File: src/rtl/tsf_pkg.sv
/*
 * Package for the transceiver status-flag block: operating modes, the
 * flag vector layout, pin bundles and timing counts.
 * Assumes a 40 MHz system clock; times are kept in microseconds.
 */
package tsf_pkg;

	typedef enum logic [2:0] {
		TSF_MODE_SLEEP,
		TSF_MODE_STANDBY,
		TSF_MODE_GOSLEEP,
		TSF_MODE_SILENT,
		TSF_MODE_NORMAL
	} tsf_mode_t;

	localparam int CLK_MHZ                = 40;
	localparam int DOMINANT_TIMEOUT_US    = 1200;
	localparam int BUS_DOMINANT_US        = 1400;
	localparam int UV_FILTER_US           = 100;
	localparam int DOMINANT_TIMEOUT_CYC   = DOMINANT_TIMEOUT_US * CLK_MHZ;
	localparam int BUS_DOMINANT_CYC       = BUS_DOMINANT_US * CLK_MHZ;
	localparam int UV_FILTER_CYC          = UV_FILTER_US * CLK_MHZ;
	localparam int TIMER_W                = 20;
	localparam int EDGE_COUNT             = 4;
	localparam logic [2:0] EDGE_LAST      = 3'h3;

	// analog comparator and detector levels, synchronised inside tsf_status_flags
	typedef struct packed {
		logic core_low;
		logic io_low;
		logic battery_low;
		logic over_temp;
		logic bus_fault_seen;
		logic local_wake;
		logic remote_wake;
	} tsf_sense_t;

	// flag vector seen from outside
	typedef struct packed {
		logic cold_start_flag;
		logic wake_request_flag;
		logic wake_source_flag;
		logic core_supply_low_flag;
		logic io_supply_low_flag;
		logic battery_supply_low_flag;
		logic bus_fault_flag;
		logic dominant_timeout_flag;
		logic transmit_receive_short_flag;
		logic bus_stuck_dominant_flag;
		logic thermal_shutdown_flag;
	} tsf_flags_t;

	localparam tsf_flags_t FLAGS_RESET = '0;

endpackage

File: src/rtl/tsf_timer.sv
/*
 * Persistence timer: counts cycles while a condition holds and raises
 * expired once the count reaches the limit.
 * Assumes cond is already synchronous to clk.
 */
`timescale 1ns/1ps
module tsf_timer #(
	parameter int LIMIT = 16
) (
	input  wire logic clk,
	input  wire logic rst_n,
	input  wire logic cond,
	input  wire logic restart,
	output logic      expired
);
	logic [tsf_pkg::TIMER_W-1:0] count_r;

	always_ff @(posedge clk) begin
		if (!rst_n || !cond || restart) begin
			count_r <= '0;
		end else if (count_r != tsf_pkg::TIMER_W'(LIMIT)) begin
			count_r <= count_r + 1'b1;
		end
	end

	assign expired = cond && (count_r == tsf_pkg::TIMER_W'(LIMIT));
endmodule

File: src/rtl/tsf_status_flags.sv
/*
 * Status-flag logic of a CAN FD transceiver: sticky flags, driver gating,
 * fault and receive indicator pins.
 * Assumes mode and pins are synchronous to clk (comparator levels are synchronised here) and
 * rst_n comes from loss of the main supply.
 */
// Overview of operation
// RQ1: core/io low flags set on supply drop, cleared on recovery or wake request.
// RQ2: battery low flag follows battery supply; recovery counts as cold start.
// RQ3: bus fault flag after four faulty transmit rising edges; indicated in normal only.
// RQ4: bus fault flag clears leaving normal or after four clean edges.
// RQ5: dominant timeout flag on long low transmit; shown entering silent from normal.
// RQ6: driver off during dominant timeout; cleared by pin or mode conditions.
// RQ7: transmit/receive short sets flag after timeout; driver off until cleared.
// RQ8: bus stuck dominant flag after long dominant receive; driver stays enabled.
// RQ9: thermal flag disables driver; clears when cool plus pins, or on entering normal, standby, go-to-sleep or sleep.
// RQ10: go-to-sleep transition blocked while wake request flag set.
// RQ11: wake source flag records only the first wake source.
// RQ12: wake source shown only in normal mode until cleared.
// RQ13: cold start flag set whenever battery supply rises above threshold.
// RQ14: cold start shown entering silent from standby/sleep; cleared in normal.
// RQ15: wake request only set in standby, go-to-sleep or sleep.
// RQ16: wake request setting restarts undervoltage filter timer.
// RQ17: wake request cleared on normal entry or core/io undervoltage.
// RQ18: faults ORed onto active-low fault pin; receive pin shows wake request in standby, go-to-sleep and sleep.
// RQ19: both pins low in standby while wake request set.
// RQ20: flags sticky in one clock domain; comparator inputs synchronised first.
`timescale 1ns/1ps
module tsf_status_flags #(
	parameter int DOMINANT_TIMEOUT_CYC = tsf_pkg::DOMINANT_TIMEOUT_CYC,
	parameter int BUS_DOMINANT_CYC     = tsf_pkg::BUS_DOMINANT_CYC,
	parameter int UV_FILTER_CYC        = tsf_pkg::UV_FILTER_CYC
) (
	input  wire logic               clk,
	input  wire logic               rst_n,
	input  tsf_pkg::tsf_mode_t      mode_req,
	input  wire logic               txd,
	input  wire logic               bus_rx,
	input  tsf_pkg::tsf_sense_t     sense_async,
	output tsf_pkg::tsf_mode_t      mode,
	output logic                    driver_enable,
	output logic                    fault_indicator_n,
	output logic                    rxd,
	output tsf_pkg::tsf_flags_t     flags
);
	tsf_pkg::tsf_sense_t s1_r;
	tsf_pkg::tsf_sense_t s_r;
	tsf_pkg::tsf_mode_t  mode_r;
	tsf_pkg::tsf_mode_t  mode_nxt;
	tsf_pkg::tsf_mode_t  prev_mode_r;
	logic                txd_d_r;
	logic                rxd_d_r;
	logic                battery_low_d_r;
	logic                txd_rise;
	logic                rxd_rise;
	logic                mode_change;
	logic                into_normal_sbsl;
	logic                leave_normal;
	logic                silent_from_normal_r;
	logic                silent_from_low_r;
	logic                rxd_r;
	logic                fault_n_r;
	logic                cold_start_r;
	logic                wake_req_r;
	logic                wake_src_local_r;
	logic                wake_src_valid_r;
	logic                core_low_r;
	logic                io_low_r;
	logic                bat_low_r;
	logic                bus_fault_r;
	logic [2:0]          fault_edges_r;
	logic [2:0]          clean_edges_r;
	logic                dto_r;
	logic                short_r;
	logic                busdom_r;
	logic                tsd_r;
	logic                wake_set;
	logic                battery_rise;
	logic                dto_hit;
	logic                short_hit;
	logic                busdom_hit;
	logic                core_uv_hit;
	logic                io_uv_hit;
	localparam logic [2:0] EDGE_LAST_C = tsf_pkg::EDGE_LAST;

	function automatic logic low_power(input tsf_pkg::tsf_mode_t m);
		low_power = (m == tsf_pkg::TSF_MODE_STANDBY) || (m == tsf_pkg::TSF_MODE_GOSLEEP) ||
			(m == tsf_pkg::TSF_MODE_SLEEP);
	endfunction

	function automatic logic clearing_mode(input tsf_pkg::tsf_mode_t m);
		clearing_mode = low_power(m) || (m == tsf_pkg::TSF_MODE_NORMAL);
	endfunction

	// two-stage input synchroniser
	always_ff @(posedge clk) begin
		if (!rst_n) begin
			s1_r <= '0;
			s_r  <= '0;
		end else begin
			s1_r <= sense_async; // RQ20
			s_r  <= s1_r; // RQ20
		end
	end

	always_ff @(posedge clk) begin
		if (!rst_n) begin
			txd_d_r         <= 1'b1;
			rxd_d_r         <= 1'b1;
			battery_low_d_r <= 1'b1;
		end else begin
			txd_d_r         <= txd;
			rxd_d_r         <= bus_rx;
			battery_low_d_r <= s_r.battery_low;
		end
	end

	assign txd_rise     = txd && !txd_d_r;
	assign rxd_rise     = bus_rx && !rxd_d_r;
	assign battery_rise = battery_low_d_r && !s_r.battery_low;

	// mode tracking with go-to-sleep blocked during a wake request
	always_comb begin
		mode_nxt = mode_req;
		if (mode_req == tsf_pkg::TSF_MODE_GOSLEEP && wake_req_r) begin
			mode_nxt = mode_r; // RQ10
		end
	end

	always_ff @(posedge clk) begin
		if (!rst_n) begin
			mode_r      <= tsf_pkg::TSF_MODE_STANDBY;
			prev_mode_r <= tsf_pkg::TSF_MODE_STANDBY;
		end else begin
			mode_r <= mode_nxt;
			if (mode_nxt != mode_r) begin
				prev_mode_r <= mode_r;
			end
		end
	end

	assign mode_change      = mode_nxt != mode_r;
	assign into_normal_sbsl = mode_change && clearing_mode(mode_nxt);
	assign leave_normal     = mode_change && mode_r == tsf_pkg::TSF_MODE_NORMAL;

	// how silent mode was entered
	always_ff @(posedge clk) begin
		if (!rst_n) begin
			silent_from_normal_r <= 1'b0;
			silent_from_low_r    <= 1'b0;
		end else if (mode_change) begin
			silent_from_normal_r <= mode_nxt == tsf_pkg::TSF_MODE_SILENT &&
				mode_r == tsf_pkg::TSF_MODE_NORMAL;
			silent_from_low_r    <= mode_nxt == tsf_pkg::TSF_MODE_SILENT &&
				(mode_r == tsf_pkg::TSF_MODE_STANDBY || mode_r == tsf_pkg::TSF_MODE_SLEEP);
		end
	end

	tsf_timer #(.LIMIT(DOMINANT_TIMEOUT_CYC)) u_dto (
		.clk     (clk),
		.rst_n   (rst_n),
		.cond    (!txd),
		.restart (1'b0),
		.expired (dto_hit)
	);

	tsf_timer #(.LIMIT(DOMINANT_TIMEOUT_CYC)) u_short (
		.clk     (clk),
		.rst_n   (rst_n),
		.cond    (!txd && !bus_rx && !driver_enable),
		.restart (1'b0),
		.expired (short_hit)
	);

	tsf_timer #(.LIMIT(BUS_DOMINANT_CYC)) u_busdom (
		.clk     (clk),
		.rst_n   (rst_n),
		.cond    (!bus_rx),
		.restart (1'b0),
		.expired (busdom_hit)
	);

	tsf_timer #(.LIMIT(UV_FILTER_CYC)) u_uv_core (
		.clk     (clk),
		.rst_n   (rst_n),
		.cond    (s_r.core_low),
		.restart (wake_set), // RQ16
		.expired (core_uv_hit)
	);

	tsf_timer #(.LIMIT(UV_FILTER_CYC)) u_uv_io (
		.clk     (clk),
		.rst_n   (rst_n),
		.cond    (s_r.io_low),
		.restart (wake_set), // RQ16
		.expired (io_uv_hit)
	);

	// supply flags
	always_ff @(posedge clk) begin
		if (!rst_n) begin
			core_low_r <= 1'b0;
			io_low_r   <= 1'b0;
			bat_low_r  <= 1'b0;
		end else begin
			if (core_uv_hit) begin
				core_low_r <= 1'b1; // RQ1
			end else if (!s_r.core_low || wake_set) begin
				core_low_r <= 1'b0; // RQ1
			end
			if (io_uv_hit) begin
				io_low_r <= 1'b1; // RQ1
			end else if (!s_r.io_low || wake_set) begin
				io_low_r <= 1'b0; // RQ1
			end
			bat_low_r <= s_r.battery_low; // RQ2
		end
	end

	// cold start flag; reset itself is a battery power-up
	always_ff @(posedge clk) begin
		if (!rst_n) begin
			cold_start_r <= 1'b1;
		end else if (battery_rise) begin
			cold_start_r <= 1'b1; // RQ13 RQ2
		end else if (mode_change && mode_nxt == tsf_pkg::TSF_MODE_NORMAL) begin
			cold_start_r <= 1'b0; // RQ14
		end
	end

	assign wake_set = low_power(mode_r) &&
		(s_r.local_wake || s_r.remote_wake || battery_rise); // RQ15

	// wake request: set wins over clear
	always_ff @(posedge clk) begin
		if (!rst_n) begin
			wake_req_r <= 1'b1;
		end else if (wake_set) begin
			wake_req_r <= 1'b1; // RQ15
		end else if ((mode_change && mode_nxt == tsf_pkg::TSF_MODE_NORMAL) ||
				core_uv_hit || io_uv_hit) begin
			wake_req_r <= 1'b0; // RQ17
		end
	end

	// wake source keeps the first source only
	always_ff @(posedge clk) begin
		if (!rst_n) begin
			wake_src_valid_r <= 1'b1;
			wake_src_local_r <= 1'b1;
		end else if (wake_set && !wake_src_valid_r) begin
			wake_src_valid_r <= 1'b1; // RQ11
			wake_src_local_r <= s_r.local_wake || battery_rise;
		end else if (leave_normal || core_uv_hit || io_uv_hit ||
				(mode_r == tsf_pkg::TSF_MODE_NORMAL && txd_rise && clean_edges_r == EDGE_LAST_C)) begin
			wake_src_valid_r <= 1'b0;
		end
	end

	// bus fault edge counting in normal mode
	always_ff @(posedge clk) begin
		if (!rst_n || mode_r != tsf_pkg::TSF_MODE_NORMAL) begin
			fault_edges_r <= '0;
			clean_edges_r <= '0;
			bus_fault_r   <= 1'b0; // RQ4
		end else if (txd_rise) begin
			if (s_r.bus_fault_seen) begin
				clean_edges_r <= '0;
				if (fault_edges_r == EDGE_LAST_C) begin
					bus_fault_r <= 1'b1; // RQ3
				end else begin
					fault_edges_r <= fault_edges_r + 3'h1;
				end
			end else begin
				fault_edges_r <= '0;
				if (clean_edges_r == EDGE_LAST_C) begin
					bus_fault_r   <= 1'b0; // RQ4
					clean_edges_r <= '0;
				end else begin
					clean_edges_r <= clean_edges_r + 3'h1;
				end
			end
		end
	end

	// local faults; set wins over clear
	always_ff @(posedge clk) begin
		if (!rst_n) begin
			dto_r    <= 1'b0;
			short_r  <= 1'b0;
			busdom_r <= 1'b0;
			tsd_r    <= 1'b0;
		end else begin
			if (dto_hit) begin
				dto_r <= 1'b1; // RQ5
			end else if ((txd && !bus_rx) || (txd && into_normal_sbsl)) begin
				dto_r <= 1'b0; // RQ6
			end
			if (short_hit) begin
				short_r <= 1'b1; // RQ7
			end else if ((txd_rise && !bus_rx) || into_normal_sbsl) begin
				short_r <= 1'b0; // RQ7
			end
			if (busdom_hit) begin
				busdom_r <= 1'b1; // RQ8
			end else if (rxd_rise || bus_rx || into_normal_sbsl) begin
				busdom_r <= 1'b0; // RQ8
			end
			if (s_r.over_temp) begin
				tsd_r <= 1'b1; // RQ9
			end else if ((!bus_rx && txd) || into_normal_sbsl) begin
				tsd_r <= 1'b0; // RQ9
			end
		end
	end

	// driver gating; stuck dominant leaves it on
	assign driver_enable = !dto_r && !short_r && !tsd_r &&
		(mode_r == tsf_pkg::TSF_MODE_NORMAL); // RQ6 RQ7 RQ9 RQ8

	// indicator pins
	always_ff @(posedge clk) begin
		if (!rst_n) begin
			fault_n_r <= 1'b1;
			rxd_r     <= 1'b1;
		end else begin
			case (mode_r)
				tsf_pkg::TSF_MODE_NORMAL: begin
					fault_n_r <= !(bus_fault_r || tsd_r || // RQ3 RQ18
						(wake_src_valid_r && wake_src_local_r)); // RQ12
					rxd_r     <= bus_rx;
				end
				tsf_pkg::TSF_MODE_SILENT: begin
					fault_n_r <= !((silent_from_normal_r && (dto_r || short_r || busdom_r)) || // RQ5
						(silent_from_low_r && cold_start_r) || tsd_r); // RQ14 RQ18
					rxd_r     <= bus_rx;
				end
				tsf_pkg::TSF_MODE_STANDBY, tsf_pkg::TSF_MODE_GOSLEEP,
				tsf_pkg::TSF_MODE_SLEEP: begin
					fault_n_r <= !wake_req_r; // RQ19
					rxd_r     <= !wake_req_r; // RQ18 RQ19
				end
				default: begin
					fault_n_r <= 1'b1;
					rxd_r     <= 1'b1;
				end
			endcase
		end
	end

	assign fault_indicator_n = fault_n_r;
	assign rxd               = rxd_r;
	assign mode              = mode_r;

	assign flags = '{
		cold_start_flag:             cold_start_r,
		wake_request_flag:           wake_req_r,
		wake_source_flag:            wake_src_valid_r && wake_src_local_r,
		core_supply_low_flag:        core_low_r,
		io_supply_low_flag:          io_low_r,
		battery_supply_low_flag:     bat_low_r,
		bus_fault_flag:              bus_fault_r,
		dominant_timeout_flag:       dto_r,
		transmit_receive_short_flag: short_r,
		bus_stuck_dominant_flag:     busdom_r,
		thermal_shutdown_flag:       tsd_r
	};

	logic unused_prev;
	assign unused_prev = ^prev_mode_r;
endmodule

File: config.mk
export PLATFORM = sky130hd
export DESIGN_NAME = tsf_status_flags
export DESIGN_NICKNAME = d
export VERILOG_FILES = /design/src/rtl/tsf_pkg.sv /design/src/rtl/tsf_timer.sv /design/src/rtl/tsf_status_flags.sv
export SDC_FILE = /design/constraint.sdc
export NUM_CORES = 1
export LEC_CHECK = 0
export ABC_AREA = 1
export ABC_CLOCK_PERIOD_IN_PS = 1800
export BUFFER_PORTS_ARGS = -buffer_cell sky130_fd_sc_hd__buf_4
export CAP_MARGIN = 20
export CELL_PAD_IN_SITES_DETAIL_PLACEMENT = 1
export CELL_PAD_IN_SITES_GLOBAL_PLACEMENT = 1
export CORE_MARGIN = 1
export CORE_UTILIZATION = 40
export DETAILED_ROUTE_END_ITERATION = 8
export PLACE_DENSITY_LB_ADDON = 0.1
export RECOVER_POWER = 100
export SLEW_MARGIN = 20
export SYNTH_ARGS = -nofsm -noshare
export SYNTH_HDL_FRONTEND = slang
export SYNTH_SLANG_ARGS = --single-unit
export TNS_END_PERCENT = 50
File: constraint.sdc
create_clock -name clk -period 1.8 [get_ports clk]
set_clock_uncertainty 0.1 [all_clocks]
set_input_delay 0.45 -clock clk [delete_from_list [all_inputs] [get_ports clk]]
set_output_delay 0.45 -clock clk [all_outputs]
set_load 0.02 [all_outputs]
==> impl_results.md, run 1 <==
- Compound-Gate Fraction of Synth Area: 0.115
- Leakage: 0.00336 uW
- Count of antenna-violating nets left after detailed routing: 0
- DIE AREA: 18,000 sq um
- Hold-fix buffers at CTS: 0
- CP max FO: 2
- Root Driver: clkbuf_16
- TritonCTS Sinks: 141
- Layout overhead on the synthesized area: 20.2%
- Final setup viols: 1
- Routability cong.: 0.816
- Number of hold violations in the final report: 0
- Post-synthesis mux area share: 0
- Max Cap Violations: 0
- Synthesized Nets: 1,028
- Status: finished, violations left
- Die X: 134 microns
- Detailed placement HPWL: 13.6 mm
- Clock slew at reported path FFs: 60 ps
- Die Span Y: 134 microns
- Synth unique cells: 43
- DR iter-0 viols: 288
- Post-Synth Adder-Cell Area: 0.0233
- Syn avg cell area: 6.98 sq um
- Max Slew Vio Count: 0
- Synthesized flop and latch total: 141
- Startpoint types: flip-flop
- Clock power share: 0.556
- Drt total wl: 18.5 mm
- Initial antenna violation count: 0
- NetSw: 1580 uW
- Core ar.: 16,800 sq um
- CP arrival: 1260 ps
- DR WL/cell: 14.3 microns
- Asr flop ratio synth: 0
- Final worst-path setup slack: -12.8 ps
- Peak VDD IR: 0.658 mV
- XOR/XNOR Fraction of Synth Area: 0.0188
- Largest net degree at the start of global routing: 17
- Antenna cell count: 0
- Area of the multi-input gates: 3460 sq um
- Worst Setup End Kind: output port
- Yosys warnings: 0
- Tot GR Track Use: 0.220
- Internal power: 6260 uW
- Top FF cell, synth: dfxtp_1
- Inst Count DP: 1,256
- CP required: 1250 ps
- Total grt overflow: 0
- Starting density of the core: 0.415
- Seq pwr share: 0.406
- Main combinational cell family by area after synthesis: simple AND/OR/NAND/NOR gates
- Unrepaired setup endpoints after global routing: true
- CTS tree: built
- FMAX: 552 MHz
- Final period utilization: 1.01
- DR pass1 iterations: 4
- Comb pwr share: 0.038
- CTS max path bufs: 2
- Final Critical Period: 1810 ps
- Vias: 6,551
- CTS H-tree depth: 4
- Simple-gate area share of the yosys netlist: 0.330
- Post-synth EDFFs: 0
- Global-route wire length before repair: 31.9 mm
- I/O Pins: 31
- Vias per inst: 5.06
- Hold Crit Class: in2reg
- Area leader, netlist: dfxtp_1
- Relative slew slack: 0.559
- Row cnt: 47
- Layout cell share with drive strength beyond 1: 0.142
- # fillers: 2,181
- Area fraction of the dominant cell type after synthesis: 0.404
- Post-synth top cells: 189 x nand2_1, 160 x inv_1, 141 x dfxtp_1
- Clock Latency Late Sink: 420 ps
- Synth top area cells: dfxtp_1 40%, nand2_1 10%, inv_1 8.6%
- Slew at the pin closest to its max-slew limit: 662 ps
- Finished Layout Cells: 1,295
- Vias in the first global route: 6,701
- Nets: 1,089
- Sequential area share after synthesis: 0.404
- Synth Cell Area: 6990 sq um
- Cell with the most instances after synthesis: nand2_1
- FF+latch area: 2840 sq um
- DRC Markers: 0
- Input/output buffers: 30
- Category of the most critical setup path: reg2out
- Failing checks: setup timing
- Post-Place Worst Slack: 76.7 ps
- Power Density: 933 nW/um^2
- Switching power share of the total: 0.202
- Syn Inst Count: 1,001
- CTS Buf Count: 17
-- path summary, 6_finish.rpt --
path	endpoint	depth (start not counted)	start	slack (ps)
worst min-delay path	s1_r[5]	3	sense_async[5]	110
worst min register to register	s_r[4]	2	s1_r[4]	320
worst max register to register	u_uv_io.count_r[10]	7	u_uv_io.count_r[1]	70
worst max-delay path	driver_enable	4	dto_r	-10
-- power groups by stage --
stage | clock [uW] | combinational, uW | sequential, uW
floorplan | 0 | 173 | 3250
global placement | 0 | 296 | 3250
detailed placement | 0 | 300 | 3250
CTS | 4440 | 313 | 3180
global route | 4580 | 341 | 3180
finish | 4350 | 301 | 3180
-- placed cells by master (no fill, tap or decap), types with 2 or more instances in the layout --
cell         n
a211oi_1     2
a21oi_1     79
a31oi_1      2
and3_1       2
buf_4       57
bufinv_16    8
clkbuf_1     9
clkbuf_16   17
clkbuf_8     3
clkinv_2     2
dfxtp_1    132
dfxtp_2      6
dfxtp_4      3
ha_1        12
inv_1      156
inv_2        6
inv_4        2
nand2_1    187
nand2_2      8
nand3_1     68
nand3_2      7
nand4_1     33
nor2_1     106
nor2_2      10
nor2_4       6
nor3_1      41
nor3_2       3
nor3_4       3
nor3b_1      3
nor4_1       7
o21a_1       5
o21ai_0     49
o21ai_1      4
o21bai_1     2
or2_2        2
xor2_1      15
-- worst max-delay path, cell delays in order, from the launching register on --
cell     delay (ps)
dfxtp_4         360
inv_4            60
nand2_4          50
nor3_4          220
buf_6           150
-- routing by layer --
layer / global-route usage / vias up / part of all wire
li1: - / 3366 / -
met1: 0.294 / 3106 / 0.50
met2: 0.362 / 65 / 0.46
met3: 0.0480 / 14 / 0.033
met4: 0.0499 / 0 / 0.0092
met5: 0 / - / 0
-- sequential cells by signal (all words and copies together), names as in the netlist, 3 cells and up --
| register | flops |
|---|---|
| s_r | 7 |
| mode | 3 |
| clean_edges_r | 3 |
| fault_edges_r | 3 |
| s1_r | 7 |
| u_dto.count_r | 20 |
| u_busdom.count_r | 20 |
| u_uv_core.count_r | 20 |
| u_short.count_r | 20 |
| u_uv_io.count_r | 20 |
-- stage by stage --
stage	total power [uW]	setup TNS (ps)	hold WS, ps	util	instance area, sq um
after CTS	7930	-85.8	95.7	0.496	8350
final	7830	-12.8	108	0.499	8400
after detailed placement	3550	0	304	0.450	7560
after global placement	3550	0	295	0.450	7560
after global routing	8110	-174	101	0.499	8400
after floorplan	3430	0	290	-	6990
-- area by class of cell --
class	instances	area share
clock inverters	11	0.0308
inverters	165	0.0744
well taps	220	0.0328
clock buffers	21	0.0560
flip-flops and latches	141	0.338
repair buffers	66	0.0559
multi-input cells	671	0.412
-- kinds of logic after synthesis --
family	Yosys count
simple gates	493
xor+xnor	15
buf+inv	189
flops	141
fa+ha+maj	13
compound gates	150
-- timing repair --
action	CTS	global route
pin swaps	2	7
resized for setup	13	24
setup buffers	4	3
endpoints found under the setup margin	2	21
Note: power is estimated with default switching activity, not from simulation.
==> inputs of run 2 (changes only) <==
--- a/config.mk
+++ b/config.mk
@@ -5,7 +5,6 @@
 export SDC_FILE = /design/constraint.sdc
 export NUM_CORES = 1
 export LEC_CHECK = 0
-export ABC_AREA = 1
 export ABC_CLOCK_PERIOD_IN_PS = 1800
 export BUFFER_PORTS_ARGS = -buffer_cell sky130_fd_sc_hd__buf_4
 export CAP_MARGIN = 20
==> run 2 against run 1 <==
  * The run still ends with setup timing left
  * Count of clock-buffer cells in the layout fell by 4
  * Highest routed layer unchanged
  * Sequential power barely moved
  * Setup slack got worse by 320 ps
  * Largest cell class unchanged
  * Register-to-register slack got worse by 260 ps
  * Global-route usage fell by 0.49 points
  * Design area fell by 1.1%
  * Die area fell by 9.7%
  * Largest power group unchanged
==> impl_results.md, run 2 <==
- Status: finished, violations left
- Failing checks: setup timing
- Tot GR Track Use: 0.215 (-0.00486)
- Count of antenna-violating nets left after detailed routing: 0 (unchanged)
- Max Cap Violations: 0 (unchanged)
- Die Span Y: 127 microns (-5.0%)
- Power Density: 880 nW/um^2 (-5.7%)
- Global-route wire length before repair: 27.6 mm (-13%)
- Yosys warnings: 0 (unchanged)
- Clock slew at reported path FFs: 60 ps (about the same)
- Core ar.: 15,300 sq um (-9.3%)
- Tot Pwr: 7300 uW (-6.8%)
- Antenna cell count: 0 (unchanged)
- Number of hold violations in the final report: 0 (unchanged)
- CTS max path bufs: 2 (unchanged)
- Syn avg cell area: 8.68 sq um (+24%)
- Layout cell share with drive strength beyond 1: 0.252 (+0.109)
- Die X: 127 microns (-5.0%)
- NetSw: 1570 uW (-0.84%)
- Inst Count DP: 1,020 (-19%)
- Hold Crit Class: in2reg
- Final Critical Period: 2130 ps (+318 ps)
- Area leader, netlist: dfxtp_1
- CTS Buf Count: 17 (unchanged)
- Clock Latency Late Sink: 430 ps (about the same)
- Finished Layout Cells: 1,057 (-18%)
- Hold-fix buffers at CTS: 0 (unchanged)
- Top FF cell, synth: dfxtp_1
- CP arrival: 1580 ps (+320 ps)
- Switching power share of the total: 0.215 (+0.0129)
- Cell with the most instances after synthesis: dfxtp_1
- Final period utilization: 1.18 (+0.177)
- Synthesized flop and latch total: 141 (unchanged)
- Fin util: 0.544 (+0.0447)
- Dpl cell area: 7290 sq um (-3.7%)
- Total grt overflow: 0 (unchanged)
- Input/output buffers: 30 (unchanged)
- Unrepaired setup endpoints after global routing: true
- Drt total wl: 16.6 mm (-10%)
- TritonCTS Sinks: 141 (unchanged)
- Vias per inst: 5.15 (+1.8%)
- FMAX: 469 MHz (-15%)
- Final worst-path setup slack: -331 ps (-318 ps)
- Starting density of the core: 0.413 (-0.00254)
- Synth unique cells: 58 (+35%)
- Final setup viols: 12 (+11)
- DRC Markers: 0 (unchanged)
- DIE AREA: 16,300 sq um (-9.7%)
- Area fraction of the dominant cell type after synthesis: 0.448 (+0.0441)
- Row cnt: 45 (-4.3%)
- Syn Inst Count: 726 (-27%)
- R2r setup slk: -190 ps (-260 ps)
- CTS tree: built
- Synthesized Nets: 753 (-27%)
- Detailed placement HPWL: 11.7 mm (-14%)
- Most frequent cells in the layout: 130 x dfxtp_1, 109 x buf_4, 104 x nor2_1
- Root Driver: clkbuf_16
- Routability cong.: 0.863 (+5.8%)
- Comb pwr share: 0.047 (+0.009)
- Post-synth top cells: 141 x dfxtp_1, 109 x nor2_1, 49 x nand2_1
- DR WL/cell: 15.7 microns (+10%)
- Sequential area share after synthesis: 0.448 (+0.0441)
- Worst Setup End Kind: output port
- Internal power: 5740 uW (-8.3%)
- Slew at the pin closest to its max-slew limit: 820 ps (+157 ps)
- CP max FO: 2 (unchanged)
- Nets: 863 (-21%)
- Synth Cell Area: 6300 sq um (-9.8%)
- Vias: 5,444 (-17%)
- Seq pwr share: 0.436 (+0.030)
- Vias in the first global route: 5,773 (-14%)
- Peak VDD IR: 0.672 mV (+2.2%)
- Synth top area cells: dfxtp_1 45%, nor2_1 6.5%, xor2_1 5.7%
- Total negative slack: -1470 ps (-1460 ps)
- CTS H-tree depth: 4 (unchanged)
- Startpoint types: flip-flop
- Most common cell after layout, fill and taps aside: dfxtp_1
- Asr flop ratio synth: 0 (unchanged)
- Relative slew slack: 0.454 (-0.105)
- Largest net degree at the start of global routing: 19 (+2)
- Initial antenna violation count: 0 (unchanged)
- I/O Pins: 31 (unchanged)
- Post-synth EDFFs: 0 (unchanged)
- DR pass1 iterations: 4 (unchanged)
- Max Slew Vio Count: 0 (unchanged)
- Leakage: 0.00304 uW (-9.5%)
- Category of the most critical setup path: reg2out
- Clock power share: 0.517 (-0.039)
- Layout overhead on the synthesized area: 31.8%
- CP required: 1250 ps (about the same)
- DR iter-0 viols: 158 (-45%)
- Final Instance Area: 8300 sq um (-1.1%)
## run 2: path summary, 6_finish.rpt
path,start,endpoint,cells after the start
hold / removal,sense_async[3],s1_r[3],2
hold reg to reg,s1_r[4],s_r[4],1
setup reg to reg,u_uv_core.count_r[3],u_uv_core.count_r[0],4
setup / recovery,mode[1],driver_enable,3
## run 2: logic make-up after synthesis
group,share of synthesized area
AO/OA/AOI/OAI,0.0727
XOR/XNOR,0.111
adder cells (fa/ha/maj),0.0258
buffers and inverters,0.0415
flip-flops,0.448
multiplexers,0.00794
AND/OR/NAND/NOR,0.293
## run 2: cell type report
type	instances	area, sq um
Clock inverter	12	198
Multi-Input combinational cell	530	3560
Clock buffer	17	425
Fill cell	1745	6960
Inverter	25	93.8
Timing Repair Buffer	121	920
Sequential cell	141	2840
Tap cell	211	264
## run 2: per-layer routing
| layer | wire (microns) | part of all wire | vias up | track usage |
|---|---|---|---|---|
| met1 | 7480 | 0.45 | 2661 | 0.247 |
| met5 | 0 | 0 | - | 0 |
| met3 | 387 | 0.023 | 13 | 0.0540 |
| met4 | 144 | 0.0087 | 0 | 0.0665 |
| li1 | - | - | 2720 | - |
| met2 | 8600 | 0.52 | 50 | 0.390 |
## run 2: per-stage QoR
stage          setup slack [ps]  hold WS, ps
2_1_floorplan              -136          301
3_3_place_gp               -116          314
3_5_place_dp               -209          332
4_1_cts                    -369          110
5_1_grt                    -381          121
6_report                   -331          128
## run 2: worst max-delay path: stages (launching register included)
cell and delay (ps):
dfxtp_4 340, or3b_4 420, nor4_4 190, buf_4 200
## run 2: power by group through the flow
stage	combinational [uW]	sequential, uW	clock (uW)
after floorplan	163	3260	0
after global placement	287	3250	0
after detailed placement	299	3250	0
after CTS	314	3190	3840
after global routing	370	3190	3990
final	341	3190	3780
## run 2: timing repair
| action | in CTS | in global routing |
|---|---|---|
| gates cloned | 0 | 0 |
| endpoints found under the setup margin | 24 | 47 |
| pin swaps | 17 | 14 |
| setup buffers | 6 | 3 |
| resized for setup | 25 | 48 |
